[src/verilog/afpm_pkg.sv]
// Package for the amplifier fault protection monitor: register map, fields, timing
package afpm_pkg;
    // --------------------------------------------------------------
    // Register offsets
    // --------------------------------------------------------------
    localparam logic [7:0] ADDR_DC_SHUTDOWN_CTRL = 8'h26;
    localparam logic [7:0] ADDR_ERROR_CLEAR_CTRL = 8'h2d;
    localparam logic [7:0] ADDR_FAULT_STATUS = 8'h7c;
    // --------------------------------------------------------------
    // Field positions
    // --------------------------------------------------------------
    localparam int BIT_DC_PROT_EN = 2;
    localparam int BIT_ERROR_HOLD_CLEAR = 2;
    localparam int BIT_OVERCURRENT = 0;
    localparam int BIT_DC_DETECT = 1;
    localparam int BIT_UNDERVOLTAGE = 2;
    localparam int BIT_THERMAL_WARNING = 4;
    localparam int BIT_THERMAL_ERROR = 5;
    // --------------------------------------------------------------
    // Reset values
    // --------------------------------------------------------------
    localparam logic [7:0] RST_DC_SHUTDOWN_CTRL = 8'h04;
    localparam logic [7:0] RST_ERROR_CLEAR_CTRL = 8'h00;
    // --------------------------------------------------------------
    // Thresholds, in degrees C and millivolts
    // --------------------------------------------------------------
    localparam logic [7:0] TE_SET_DEGC = 8'd150;
    localparam logic [7:0] TE_CLR_DEGC = 8'd135;
    localparam logic [7:0] TW_SET_DEGC = 8'd125;
    localparam logic [7:0] TW_CLR_DEGC = 8'd105;
    localparam logic [12:0] UV_LOGIC_RISE_MV = 13'd4200;
    localparam logic [12:0] UV_LOGIC_FALL_MV = 13'd4000;
    localparam logic [12:0] UV_POWER_RISE_MV = 13'd4300;
    localparam logic [12:0] UV_POWER_FALL_MV = 13'd4100;
    // DC window as fractions of 1000 of the power-stage supply
    localparam logic [9:0] DC_HIGH_PERMILLE = 10'd630;
    localparam logic [9:0] DC_LOW_PERMILLE = 10'd370;
    // --------------------------------------------------------------
    // Timing
    // --------------------------------------------------------------
    localparam longint CLK_PERIOD_PS = 10000;
    localparam longint DC_TRIP_MS = 700;
    localparam longint DC_TRIP_CYCLES = (DC_TRIP_MS * 64'd1000000000 + CLK_PERIOD_PS - 1) / CLK_PERIOD_PS;
    localparam longint RESTART_US = 10;
    localparam longint RESTART_CYCLES = (RESTART_US * 64'd1000000) / CLK_PERIOD_PS;
    // --------------------------------------------------------------
    // Carriers
    // --------------------------------------------------------------
    typedef struct packed {
        logic [12:0] power_stage_supply;
        logic [12:0] digital_supply;
        logic [12:0] analog_supply;
    } afpm_supply_t;
    typedef struct packed {
        logic wr;
        logic rd;
        logic [7:0] addr;
        logic [7:0] wdata;
    } afpm_reg_req_t;
    typedef enum logic [1:0] {
        ST_RUN,
        ST_OC_OFF,
        ST_DC_OFF
    } afpm_stage_t;
endpackage

[src/verilog/afpm_dc_detect.sv]
// Per-output DC detector: window compare against the supply and a persistence counter
`timescale 1ns/1ps
module afpm_dc_detect #(
    parameter int CNT_W = 27,
    parameter longint TRIP_CYCLES = afpm_pkg::DC_TRIP_CYCLES
) (
    // Clock and reset
    input wire logic i_sys_clk,
    input wire logic i_rst_n,
    // Levels, in millivolts, and the clear of count and trip
    input wire logic [12:0] i_level_mv,
    input wire logic [12:0] i_supply_mv,
    input wire logic i_clear,
    // Result
    output logic o_trip
);
    logic [22:0] level_x;
    logic [22:0] hi_lim;
    logic [22:0] lo_lim;
    logic outside;
    logic [CNT_W-1:0] cnt_ff;
    logic [CNT_W-1:0] nxt_cnt;
    logic trip_ff;
    logic nxt_trip;

    always_comb begin
        level_x = 23'(i_level_mv) * 23'd1000;
        hi_lim = 23'(i_supply_mv) * 23'(afpm_pkg::DC_HIGH_PERMILLE);
        lo_lim = 23'(i_supply_mv) * 23'(afpm_pkg::DC_LOW_PERMILLE);
        outside = (level_x > hi_lim) || (level_x < lo_lim);
        nxt_cnt = cnt_ff;
        nxt_trip = trip_ff;
        // Any return inside the window restarts the persistence count
        if (!outside || i_clear) begin
            nxt_cnt = '0;
        end else if (cnt_ff != CNT_W'(TRIP_CYCLES)) begin
            nxt_cnt = cnt_ff + CNT_W'(1);
        end
        if (i_clear) begin
            nxt_trip = 1'b0;
        end else if (outside && cnt_ff == CNT_W'(TRIP_CYCLES)) begin
            nxt_trip = 1'b1;
        end
    end

    always_ff @(posedge i_sys_clk) begin
        if (!i_rst_n) begin
            cnt_ff <= '0;
            trip_ff <= 1'b0;
        end else begin
            cnt_ff <= nxt_cnt;
            trip_ff <= nxt_trip;
        end
    end

    assign o_trip = trip_ff;

    a_dc_needs_time: assert property (@(posedge i_sys_clk) disable iff (!i_rst_n)
        $rose(trip_ff) |-> $past(cnt_ff) == CNT_W'(TRIP_CYCLES))
        else $error("DC trip without full persistence");
endmodule

[src/verilog/afpm_top.sv]
// Fault protection monitor top: thermal, supply, over-current and DC supervision
`timescale 1ns/1ps
module afpm_top #(
    parameter int N_SW = 4,
    parameter int DC_CNT_W = 27,
    parameter longint DC_TRIP = afpm_pkg::DC_TRIP_CYCLES,
    parameter longint RESTART = afpm_pkg::RESTART_CYCLES,
    parameter bit AUTO_RESTART = 1'b1
) (
    // Clock and reset (reset driven from the chip-enable pin)
    input wire logic i_sys_clk,
    input wire logic i_rst_n,
    // Register access port
    input wire afpm_pkg::afpm_reg_req_t i_reg_req,
    output logic [7:0] o_reg_rdata,
    // Power stage
    input wire logic [N_SW-1:0] i_switch_on,
    input wire logic [N_SW-1:0] i_overcurrent_limit_level,
    input wire logic [N_SW-1:0][12:0] i_output_switch_node,
    output logic o_stage_enable,
    // Monitors
    input wire logic [7:0] i_temp_degc,
    input wire afpm_pkg::afpm_supply_t i_supply,
    // Fault pin
    output logic o_fault_n
);
    localparam int RC_W = 32;

    // --------------------------------------------------------------
    // Pin synchronisers (monitor inputs come from analog domain)
    // --------------------------------------------------------------
    logic [N_SW-1:0] oc_s1_ff;
    logic [N_SW-1:0] oc_s2_ff;
    logic [N_SW-1:0] on_s1_ff;
    logic [N_SW-1:0] on_s2_ff;
    logic [7:0] temp_s1_ff;
    logic [7:0] temp_s2_ff;
    afpm_pkg::afpm_supply_t sup_s1_ff;
    afpm_pkg::afpm_supply_t sup_s2_ff;
    logic [N_SW-1:0][12:0] node_s1_ff;
    logic [N_SW-1:0][12:0] node_s2_ff;

    always_ff @(posedge i_sys_clk) begin
        oc_s1_ff <= i_overcurrent_limit_level;
        oc_s2_ff <= oc_s1_ff;
        on_s1_ff <= i_switch_on;
        on_s2_ff <= on_s1_ff;
        temp_s1_ff <= i_temp_degc;
        temp_s2_ff <= temp_s1_ff;
        sup_s1_ff <= i_supply;
        sup_s2_ff <= sup_s1_ff;
        node_s1_ff <= i_output_switch_node;
        node_s2_ff <= node_s1_ff;
    end

    // --------------------------------------------------------------
    // Registers
    // --------------------------------------------------------------
    logic [7:0] dcctl_ff;
    logic [7:0] nxt_dcctl;
    logic [7:0] clrctl_ff;
    logic [7:0] nxt_clrctl;
    logic clear_pulse;

    always_comb begin
        nxt_dcctl = dcctl_ff;
        nxt_clrctl = clrctl_ff;
        if (i_reg_req.wr && i_reg_req.addr == afpm_pkg::ADDR_DC_SHUTDOWN_CTRL) begin
            nxt_dcctl = i_reg_req.wdata;
        end
        if (i_reg_req.wr && i_reg_req.addr == afpm_pkg::ADDR_ERROR_CLEAR_CTRL) begin
            nxt_clrctl = i_reg_req.wdata;
        end
    end

    // A toggle of the clear bit in either direction counts as a clear request
    assign clear_pulse = nxt_clrctl[afpm_pkg::BIT_ERROR_HOLD_CLEAR]
        != clrctl_ff[afpm_pkg::BIT_ERROR_HOLD_CLEAR];

    always_ff @(posedge i_sys_clk) begin
        if (!i_rst_n) begin
            dcctl_ff <= afpm_pkg::RST_DC_SHUTDOWN_CTRL;
            clrctl_ff <= afpm_pkg::RST_ERROR_CLEAR_CTRL;
        end else begin
            dcctl_ff <= nxt_dcctl;
            clrctl_ff <= nxt_clrctl;
        end
    end

    // --------------------------------------------------------------
    // Thermal and supply hysteresis
    // --------------------------------------------------------------
    logic tw_ff;
    logic nxt_tw;
    logic te_ff;
    logic nxt_te;
    logic [2:0] uv_ff;
    logic [2:0] nxt_uv;
    logic [2:0][12:0] rail;
    logic [2:0][12:0] rise_mv;
    logic [2:0][12:0] fall_mv;

    assign rail = {sup_s2_ff.power_stage_supply, sup_s2_ff.digital_supply, sup_s2_ff.analog_supply};
    assign rise_mv = {afpm_pkg::UV_POWER_RISE_MV, afpm_pkg::UV_LOGIC_RISE_MV, afpm_pkg::UV_LOGIC_RISE_MV};
    assign fall_mv = {afpm_pkg::UV_POWER_FALL_MV, afpm_pkg::UV_LOGIC_FALL_MV, afpm_pkg::UV_LOGIC_FALL_MV};

    always_comb begin
        nxt_tw = tw_ff;
        nxt_te = te_ff;
        if (temp_s2_ff >= afpm_pkg::TW_SET_DEGC) begin
            nxt_tw = 1'b1;
        end else if (temp_s2_ff <= afpm_pkg::TW_CLR_DEGC) begin
            nxt_tw = 1'b0;
        end
        if (temp_s2_ff >= afpm_pkg::TE_SET_DEGC) begin
            nxt_te = 1'b1;
        end else if (temp_s2_ff <= afpm_pkg::TE_CLR_DEGC) begin
            nxt_te = 1'b0;
        end
    end

    // One lockout flag per rail; below fall trips, at or above rise releases
    for (genvar r = 0; r < 3; r++) begin : g_uv
        always_comb begin
            nxt_uv[r] = uv_ff[r];
            if (rail[r] < fall_mv[r]) begin
                nxt_uv[r] = 1'b1;
            end else if (rail[r] >= rise_mv[r]) begin
                nxt_uv[r] = 1'b0;
            end
        end
    end

    always_ff @(posedge i_sys_clk) begin
        if (!i_rst_n) begin
            tw_ff <= 1'b0;
            te_ff <= 1'b0;
            // Rails count as low until seen at or above the release level
            uv_ff <= 3'h7;
        end else begin
            tw_ff <= nxt_tw;
            te_ff <= nxt_te;
            uv_ff <= nxt_uv;
        end
    end

    // --------------------------------------------------------------
    // DC detection
    // --------------------------------------------------------------
    logic [N_SW-1:0] dc_trip;
    logic dc_en;
    logic dc_latch_ff;

    assign dc_en = dcctl_ff[afpm_pkg::BIT_DC_PROT_EN];

    for (genvar s = 0; s < N_SW; s++) begin : g_dc
        afpm_dc_detect #(
            .CNT_W(DC_CNT_W),
            .TRIP_CYCLES(DC_TRIP)
        ) u_dc (
            .i_sys_clk(i_sys_clk),
            .i_rst_n(i_rst_n),
            .i_level_mv(node_s2_ff[s]),
            .i_supply_mv(sup_s2_ff.power_stage_supply),
            .i_clear(!dc_en || clear_pulse || !o_stage_enable && !dc_latch_ff),
            .o_trip(dc_trip[s])
        );
    end

    // --------------------------------------------------------------
    // Power stage state and latched errors
    // --------------------------------------------------------------
    afpm_pkg::afpm_stage_t st_ff;
    afpm_pkg::afpm_stage_t nxt_st;
    logic [RC_W-1:0] rc_ff;
    logic [RC_W-1:0] nxt_rc;
    logic oc_latch_ff;
    logic nxt_oc_latch;
    logic nxt_dc_latch;
    logic [7:0] hold_ff;
    logic [7:0] nxt_hold;
    logic oc_now;
    logic dc_now;
    logic [7:0] live;

    // Only a conducting switch can report a real over-current
    assign oc_now = |(oc_s2_ff & on_s2_ff) && st_ff == afpm_pkg::ST_RUN;
    assign dc_now = |dc_trip && dc_en && !dc_latch_ff;

    always_comb begin
        live = 8'h00;
        live[afpm_pkg::BIT_THERMAL_WARNING] = tw_ff;
        live[afpm_pkg::BIT_THERMAL_ERROR] = te_ff;
        live[afpm_pkg::BIT_UNDERVOLTAGE] = |uv_ff;
        live[afpm_pkg::BIT_OVERCURRENT] = oc_now;
        live[afpm_pkg::BIT_DC_DETECT] = dc_now;
    end

    always_comb begin
        nxt_st = st_ff;
        nxt_rc = rc_ff;
        nxt_oc_latch = oc_latch_ff;
        nxt_dc_latch = dc_latch_ff;
        // New events win over a simultaneous clear
        nxt_hold = (clear_pulse ? 8'h00 : hold_ff) | live;
        if (clear_pulse) begin
            nxt_oc_latch = 1'b0;
            nxt_dc_latch = 1'b0;
        end
        unique case (st_ff)
            afpm_pkg::ST_RUN: begin
                if (dc_now) begin
                    nxt_st = afpm_pkg::ST_DC_OFF;
                    nxt_dc_latch = 1'b1;
                end else if (oc_now) begin
                    nxt_st = afpm_pkg::ST_OC_OFF;
                    nxt_oc_latch = 1'b1;
                    nxt_rc = '0;
                end
            end
            afpm_pkg::ST_OC_OFF: begin
                // Waits for the restart delay or a software clear
                if (rc_ff != RC_W'(RESTART)) begin
                    nxt_rc = rc_ff + RC_W'(1);
                end
                if ((AUTO_RESTART && rc_ff == RC_W'(RESTART)) || clear_pulse) begin
                    nxt_st = afpm_pkg::ST_RUN;
                end
            end
            afpm_pkg::ST_DC_OFF: begin
                if (clear_pulse) begin
                    nxt_st = afpm_pkg::ST_RUN;
                end
            end
            default: nxt_st = afpm_pkg::ST_RUN;
        endcase
    end

    always_ff @(posedge i_sys_clk) begin
        if (!i_rst_n) begin
            st_ff <= afpm_pkg::ST_RUN;
            rc_ff <= '0;
            oc_latch_ff <= 1'b0;
            dc_latch_ff <= 1'b0;
            hold_ff <= 8'h00;
        end else begin
            st_ff <= nxt_st;
            rc_ff <= nxt_rc;
            oc_latch_ff <= nxt_oc_latch;
            dc_latch_ff <= nxt_dc_latch;
            hold_ff <= nxt_hold;
        end
    end

    // --------------------------------------------------------------
    // Outputs
    // --------------------------------------------------------------
    logic stage_en_ff;
    logic fault_n_ff;
    logic [7:0] rdata_ff;
    logic [7:0] nxt_rdata;

    always_comb begin
        nxt_rdata = 8'h00;
        if (i_reg_req.rd) begin
            unique case (i_reg_req.addr)
                afpm_pkg::ADDR_DC_SHUTDOWN_CTRL: nxt_rdata = dcctl_ff;
                afpm_pkg::ADDR_ERROR_CLEAR_CTRL: nxt_rdata = clrctl_ff;
                afpm_pkg::ADDR_FAULT_STATUS: nxt_rdata = hold_ff;
                default: nxt_rdata = 8'h00;
            endcase
        end
    end

    always_ff @(posedge i_sys_clk) begin
        if (!i_rst_n) begin
            stage_en_ff <= 1'b0;
            fault_n_ff <= 1'b1;
            rdata_ff <= 8'h00;
        end else begin
            // Stage stops on thermal error, lockout or any shutdown state
            stage_en_ff <= nxt_st == afpm_pkg::ST_RUN && !nxt_te && !(|nxt_uv);
            // Pin held while any fault lives or any held flag remains
            fault_n_ff <= !(tw_ff || te_ff || (|nxt_hold) || oc_latch_ff || dc_latch_ff);
            rdata_ff <= nxt_rdata;
        end
    end

    assign o_stage_enable = stage_en_ff;
    assign o_fault_n = fault_n_ff;
    assign o_reg_rdata = rdata_ff;

    a_te_stops_stage: assert property (@(posedge i_sys_clk) disable iff (!i_rst_n)
        te_ff |-> !o_stage_enable)
        else $error("Stage runs during thermal error");
    a_warn_drives_pin: assert property (@(posedge i_sys_clk) disable iff (!i_rst_n)
        (tw_ff || te_ff) |=> !o_fault_n)
        else $error("Thermal fault not on pin");
    a_oc_shuts_stage: assert property (@(posedge i_sys_clk) disable iff (!i_rst_n)
        oc_now && !dc_now |=> st_ff == afpm_pkg::ST_OC_OFF ##0 oc_latch_ff ##1 !o_fault_n)
        else $error("Over-current not latched");
    a_dc_shuts_stage: assert property (@(posedge i_sys_clk) disable iff (!i_rst_n)
        dc_now && st_ff == afpm_pkg::ST_RUN |=> !o_stage_enable ##1 !o_fault_n)
        else $error("DC did not stop stage");
    a_dc_holds_off: assert property (@(posedge i_sys_clk) disable iff (!i_rst_n)
        st_ff == afpm_pkg::ST_DC_OFF && !clear_pulse |=> st_ff == afpm_pkg::ST_DC_OFF)
        else $error("DC shutdown left without clear");
    a_te_hyst: assert property (@(posedge i_sys_clk) disable iff (!i_rst_n)
        te_ff && temp_s2_ff > afpm_pkg::TE_CLR_DEGC |=> te_ff)
        else $error("Thermal error cleared above clear level");
    a_tw_hyst: assert property (@(posedge i_sys_clk) disable iff (!i_rst_n)
        !tw_ff && temp_s2_ff < afpm_pkg::TW_SET_DEGC |=> !tw_ff)
        else $error("Warning set below set level");
    a_status_warn: assert property (@(posedge i_sys_clk) disable iff (!i_rst_n)
        tw_ff |=> hold_ff[afpm_pkg::BIT_THERMAL_WARNING])
        else $error("Warning not held in status");
    a_pin_release: assert property (@(posedge i_sys_clk) disable iff (!i_rst_n)
        $rose(o_fault_n) |-> $past(hold_ff) == 8'h00 || $past(clear_pulse))
        else $error("Fault pin released with flags held");
endmodule

[config.mk]
export PLATFORM = sky130hd
export DESIGN_NAME = afpm_top
export DESIGN_NICKNAME = d
export VERILOG_FILES = /design/src/verilog/afpm_pkg.sv /design/src/verilog/afpm_dc_detect.sv /design/src/verilog/afpm_top.sv
export SDC_FILE = /design/constraint.sdc
export NUM_CORES = 1
export LEC_CHECK = 0
export BUFFER_PORTS_ARGS = -buffer_cell sky130_fd_sc_hd__buf_4
export CAP_MARGIN = 10
export CORE_UTILIZATION = 55
export CTS_CLUSTER_DIAMETER = 200
export DETAILED_ROUTE_END_ITERATION = 8
export PLACE_DENSITY = 0.78
export SYNTH_ARGS = -nofsm -noshare
export SYNTH_HDL_FRONTEND = slang
export SYNTH_SLANG_ARGS = --single-unit
[constraint.sdc]
create_clock -name i_sys_clk -period 12 [get_ports i_sys_clk]
set_clock_uncertainty 0.15 [all_clocks]
set_input_delay 1.8 -clock i_sys_clk [delete_from_list [all_inputs] [get_ports i_sys_clk]]
set_output_delay 1.8 -clock i_sys_clk [all_outputs]
set_load 0.01 [all_outputs]
Word level (Yosys, flattened, before mapping)
Index checks and enable logic that the tools add are counted.
{ "word_totals": {"inputBits": 127, "register_bits": 401} }
{ "classes": {"bitwise_logic": 3, "n_reduce_logical": 53, "order_cmp": 18, "addsub": 5, "n_eq_ne": 19, "n_mux": 29, "mul": 6} }
{ "ops": {"columns": ["cell", "count"], "rows": [
  ["$add 27x1->27 const B", 4],
  ["$eq 27x27->1 const B", 4],
  ["$ne 27x27->1 const B", 4],
  ["$mux 32", 3],
  ["$gt 23x23->1", 4],
  ["$lt 23x22->1", 4],
  ["$mul 13x7->20 const B", 4],
  ["$pmux 32 s2", 1],
  ["$ge 13x13->1 const B", 3],
  ["$add 32x1->32 const B", 1],
  ["$eq 32x10->1 const B", 1],
  ["$ne 32x10->1 const B", 1],
  ["$lt 13x12->1 const B", 2],
  ["$pmux 8 s3", 1],
  ["$mul 13x9->22 const B", 1],
  ["$mul 13x8->21 const B", 1],
  ["$mux 1", 17],
  ["$eq 8x6->1 const B", 2],
  ["$logic_or 1x1->1", 15],
  ["$lt 13x13->1 const B", 1],
  ["$logic_and 1x1->1", 12],
  ["$logic_not 1->1", 10],
  ["$reduce_or 2->1", 5],
  ["$eq 8x7->1 const B", 1],
  ["other kinds (22)", 31]
]} }

Logic depth before layout (Yosys ltp)
{ "depth": {"depth_word": 11, "ltp_mapped": 28, "ltp_nobuf": 27} }

Cells and area by module
A second synthesis with hierarchy kept.
{ "hier_totals": {"hier_cells": 4690, "hier_area_um2": 43530.5} }
{ "by_module_without_submodules": {"columns": ["module", "area_per_inst_um2", "cells_per_inst", "instances"], "rows": [
  ["afpm_dc_detect at g_dc[0].u_dc", 9082.5, 1046, 1],
  ["afpm_dc_detect at g_dc[3].u_dc", 9021.2, 1020, 1],
  ["afpm_dc_detect at g_dc[1].u_dc", 8912.3, 994, 1],
  ["afpm_dc_detect at g_dc[2].u_dc", 8748.4, 992, 1],
  ["afpm_top", 7766.2, 638, 1]
]} }

Least setup slack after synthesis
Ideal clock, no wire load.
{ "synth_timing": {"kind": "register to register", "startpoint": "register sup_s2_ff, in the netlist rail[30]", "endpoint": "register g_dc[1].u_dc.cnt_ff[16]", "setup_slack_ns": 5.486, "path_stages_with_launch": 24, "setup_ns": 0.132, "arrival_time_ns": 6.232, "path_cell_list": "dfxtp_1 inv_1 ha_1 fa_1 ha_1 inv_1 fa_1 inv_1 fa_1 a21o_1 a21oi_1 o21bai_1 a211oi_1 o31ai_1 o41ai_2 nor4_1 nor3_1 ha_1 a21o_1 a21oi_1 o211ai_1 o21ai_1 dlygate4sd1_1 a211oi_1"} }
{ "synth_between": {"elab_chain_cells": 6, "elab_cells_between_ends": 8} }
{ "synth_rtl": {"columns": ["element", "line_no", "rtl"], "rows": [
  ["from (decl)", "afpm_top.sv:39", "afpm_pkg::afpm_supply_t sup_s2_ff;"],
  ["from (signal assigned)", "afpm_top.sv:51", "sup_s2_ff <= sup_s1_ff;"],
  ["$mul 13x9->22 or $mul 13x8->21 (tied branches)", "afpm_dc_detect.sv:28, afpm_dc_detect.sv:29", null],
  ["$gt 23x23->1 or $lt 23x22->1 (tied branches)", "afpm_dc_detect.sv:30", "outside = (level_x > hi_lim) || (level_x < lo_lim);"],
  ["$logic_or 1x1->1 (*)", "afpm_dc_detect.sv:30", null],
  ["$logic_not 1->1 (*)", "afpm_dc_detect.sv:34", "if (!outside || i_clear) begin"],
  ["$logic_or 1x1->1 (*)", "afpm_dc_detect.sv:34", null],
  ["$reduce_or 2->1 (no source line) (*)", null, null],
  ["to (signal assigned)", "afpm_dc_detect.sv:51", "cnt_ff <= nxt_cnt;"],
  ["to (decl)", "afpm_dc_detect.sv:21", "logic [CNT_W-1:0] cnt_ff;"]
]} }
Mark *: on every way between the ends. The rest lies on a longest branch, timed or not.
A chain may end at the register's enable or synchronous reset.

Worst setup path in the final report
{ "layout_timing": {"startpoint": "register sup_s2_ff, in the netlist rail[30]", "endpoint": "register g_dc[0].u_dc.trip_ff"} }
{ "layout_between": {"elab_chain_cells": 4, "elab_cells_between_ends": 6} }
{ "layout_rtl": {"columns": ["element", "line_no", "rtl"], "rows": [
  ["$mul 13x9->22 or $mul 13x8->21 (tied branches)", "afpm_dc_detect.sv:28, afpm_dc_detect.sv:29", null],
  ["$gt 23x23->1 or $lt 23x22->1 (tied branches)", "afpm_dc_detect.sv:30", null],
  ["$logic_or 1x1->1 (*)", "afpm_dc_detect.sv:30", null],
  ["$logic_and 1x1->1 (*)", "afpm_dc_detect.sv:41", "end else if (outside && cnt_ff == CNT_W'(TRIP_CYCLES)) begin"],
  ["to (signal assigned)", "afpm_dc_detect.sv:52", "trip_ff <= nxt_trip;"],
  ["to (decl)", "afpm_dc_detect.sv:23", "logic trip_ff;"]
]} }
Marks and branches as above.

==> results.cfg <==
[floorplanning]
core_area_mm2 = 0.0526
dieArea_mm2 = 0.0540
ios = 137
initial_utilization_pct = 55.6
die_h_um = 232
rows = 84
die_x_um = 232

[pwr]
seq_power_share_pct = 14.3
power_switching_mw = 4.73
pwr-share-clk_pct = 13.6
ir_drop_mv = 0.252
power.density_mw_per_mm2 = 297
p_comb_share_pct = 72.1
p_sw_share_pct = 49.2
p_leak_nw = 14.9
p_int_mw = 4.88

[timing]
finalSetupViolCount = 0
period_share_pct = 66.1
layout_setup_ws_ns = 4.07
setup_tns_ns = 0
rsz0062_at_grt = no
fin_crit_ns = 7.93
fmax_ghz = 0.126
slew_headroom_pct = 17.4
tightest_slew_ns = 1.23
slew_viol_final = 0
hold_violations = 0
hold_ws_ns = 0.170

[worst_setup_path]
critPathCaptureType = flip-flop
reg2reg_slack_ns = 4.07
start_kind = flip-flop
worst_r2r_startpoint = rail[30]
reg2reg_to = g_dc[0].u_dc.o_trip
crit_fanout = 28
critPathKind = flip-flop to flip-flop
cp.arrival_ns = 8.22
ff2ff_path_depth = 24
worst_ep_required_time_ns = 12.29

[placed_design]
pre_cts_slack_ns = 4.08
io_buffers = 130
dpl_cell_area_mm2 = 0.0309
gp_congestion = 0.924
dp_hpwl_um = 47000

[global_routing]
grt_pass1_vias = 21400
grt_max_degree = 83
antenna_found_initial = 1
overflow = 0
grt.total_usage_pct = 23.3
grt_pass1_wl_um = 103000

[clocking]
cts_root_buffer = clkbuf_16
cts_resized = 0
cts_tree = yes
path_clk_slew_ns = 0.07
htree_num_levels = 2
clk_path_buf_depth = 3
postCtsSetupBuffers = 0
cts-buffers-inserted = 42
hold_buffers = 0
cts.sinks = 389
worstSkewPairLatency_ns = 0.58

[synth]
ys_seq_area_share_pct = 26.7
ys.flop_type = dfxtp_1
synth_nets = 3875
postSynthAreaPerCell_um2 = 9.61
synth_edf_count = 0
syn_inst = 3039
synth.cell_area_mm2 = 0.0292
synth-async-reset-ratio_pct = 0
synthDistinctLibCells = 87
ys_seq_elements = 389
ys_warn_count = 0

[finish]
syn2layout_area_growth_pct = 10.8
design_area_mm2 = 0.0323
drive_gt1_share_pct = 7.60
num_antenna_cells = 0
layout_common_cells = 487 x inv_1, 470 x ha_1, 389 x dfxtp_1
final_common_cell = inv_1
nFillCells = 4375
final_core_util_pct = 61.5
layout.nets = 4016

[drt]
first_iter_violations = 1261
final_antenna_net_count = 0
wirelength_um = 60700
vias_per_cell = 5.43
drc = 0
num_vias = 21200
first_pass_iters = 5
wl_per_cell_um = 15.6

[hold_path]
hold_class = flip-flop to flip-flop
hold_path_end = node_s2_ff[31]
hold_depth = 0
hold_start = node_s1_ff[31]

[flow_run]
maxCapViolCount = 0

[run_status]
status = finished clean
-- cell type report --
class	instances	area (um^2)	share of cell area, %
multi-input cells	2119	19400	59.9
flip-flops and latches	389	7790	24.1
inverters	488	1830	5.66
clock buffers	50	1130	3.50
repair buffers	140	1050	3.25
well taps	688	861	2.66
clock inverters	26	290	0.898
-- worst max-delay path, cell delays in order (launching register included) --
cell      delay, ns
dfxtp_1        0.72
inv_1          0.22
ha_1           0.40
fa_1           0.50
ha_1           0.29
inv_1          0.06
fa_1           0.55
inv_1          0.08
fa_1           0.46
a21o_1         0.19
a21oi_1        0.22
o21bai_1       0.12
a211oi_1       0.31
o31ai_1        0.17
o41ai_2        0.47
nor4_1         0.09
nor3_1         0.84
ha_1           0.39
a21o_1         0.17
a21oi_1        0.18
o211ai_1       0.10
a21oi_1        0.15
o22ai_1        0.16
o21ai_4        0.61
o21ai_0        0.19
-- sequential cells by signal, indices dropped and copies added (netlist names), 2 cells and up --
| name | count |
|---|---|
| on_s2_ff | 4 |
| on_s1_ff | 4 |
| node_s1_ff | 52 |
| st_ff | 2 |
| uv_ff | 3 |
| clrctl_ff | 8 |
| g_dc.u_dc.cnt_ff | 108 |
| temp_s2_ff | 8 |
| o_reg_rdata | 8 |
| rc_ff | 32 |
| temp_s1_ff | 8 |
| node_s2_ff | 52 |
| sup_s1_ff | 33 |
| g_dc.u_dc.o_trip | 4 |
| hold_ff | 8 |
| oc_s1_ff | 4 |
| oc_s2_ff | 4 |
| dcctl_ff | 8 |
| rail | 33 |
-- worst max path at each step --
stage,cells after the start,to,start
detailed placement,24,g_dc[0].u_dc.o_trip,rail[30]
global route,24,g_dc[0].u_dc.o_trip,rail[30]
finish,24,g_dc[0].u_dc.o_trip,rail[30]
floorplan,23,g_dc[1].u_dc.cnt_ff[16],rail[30]
global placement,24,g_dc[0].u_dc.o_trip,rail[30]
CTS,24,g_dc[0].u_dc.o_trip,rail[30]
-- cell usage after synthesis (7+ instances only) --
library cell | instances | area (um^2)
nor2b_1 | 15 | 93.8
fa_1 | 239 | 4780
a21oi_1 | 142 | 711
nor3_1 | 76 | 380
ha_1 | 470 | 5880
and2_1 | 8 | 50.1
a31oi_1 | 8 | 50.1
o21ai_0 | 58 | 290
o2111ai_1 | 8 | 70.1
a211oi_1 | 41 | 308
nand2b_1 | 17 | 106
and3_1 | 30 | 188
a21o_1 | 75 | 563
and4_1 | 7 | 61.3
nor2_1 | 169 | 634
dfxtp_1 | 389 | 7790
o21bai_1 | 13 | 97.6
or3_1 | 13 | 81.3
xor2_1 | 84 | 736
o31ai_1 | 14 | 105
a22oi_1 | 11 | 82.6
o21a_1 | 21 | 158
nand4_1 | 47 | 294
clkbuf_1 | 30 | 113
nand3_1 | 100 | 500
xnor2_1 | 128 | 1120
nand2_1 | 139 | 522
o211ai_1 | 12 | 90.1
inv_1 | 487 | 1830
nor4_1 | 57 | 357
nor4b_1 | 11 | 96.3
-- cell families after synthesis --
family	count (synthesis)	synth area share, %
and+or+nand+nor	733	12.8
AOI/OAI and AO/OA	458	10.4
DFF	389	26.7
xor gates and xnor gates	212	6.36
buffers and inverters	531	6.97
muxes	7	0.244
adders and majority gates	709	36.5
-- per-layer routing --
metal / vias up / GRT usage [%] / wire length [um]
met3: 91 / 3.76 / 2940
met5: - / 0 / 0
met2: 404 / 39.8 / 28700
met1: 10100 / 30.0 / 27400
met4: 0 / 7.13 / 1630
li1: 10600 / - / -
-- stage by stage --
step,power (mW),instances
after floorplan,6.52,3039
after global placement,7.96,3824
after detailed placement,8.16,3824
after CTS,9.55,3900
after global routing,10.6,3900
final,9.60,3900
-- power by group through the flow --
stage / Sequential (mW) / Clock [mW] / Combinational [mW]
2_1_floorplan: 1.39 / 0 / 5.14
3_3_place_gp: 1.40 / 0 / 6.56
3_5_place_dp: 1.40 / 0 / 6.76
4_1_cts: 1.37 / 1.34 / 6.83
5_1_grt: 1.38 / 1.39 / 7.82
6_report: 1.37 / 1.30 / 6.93
No activity file was read; power rests on OpenSTA's default activity.
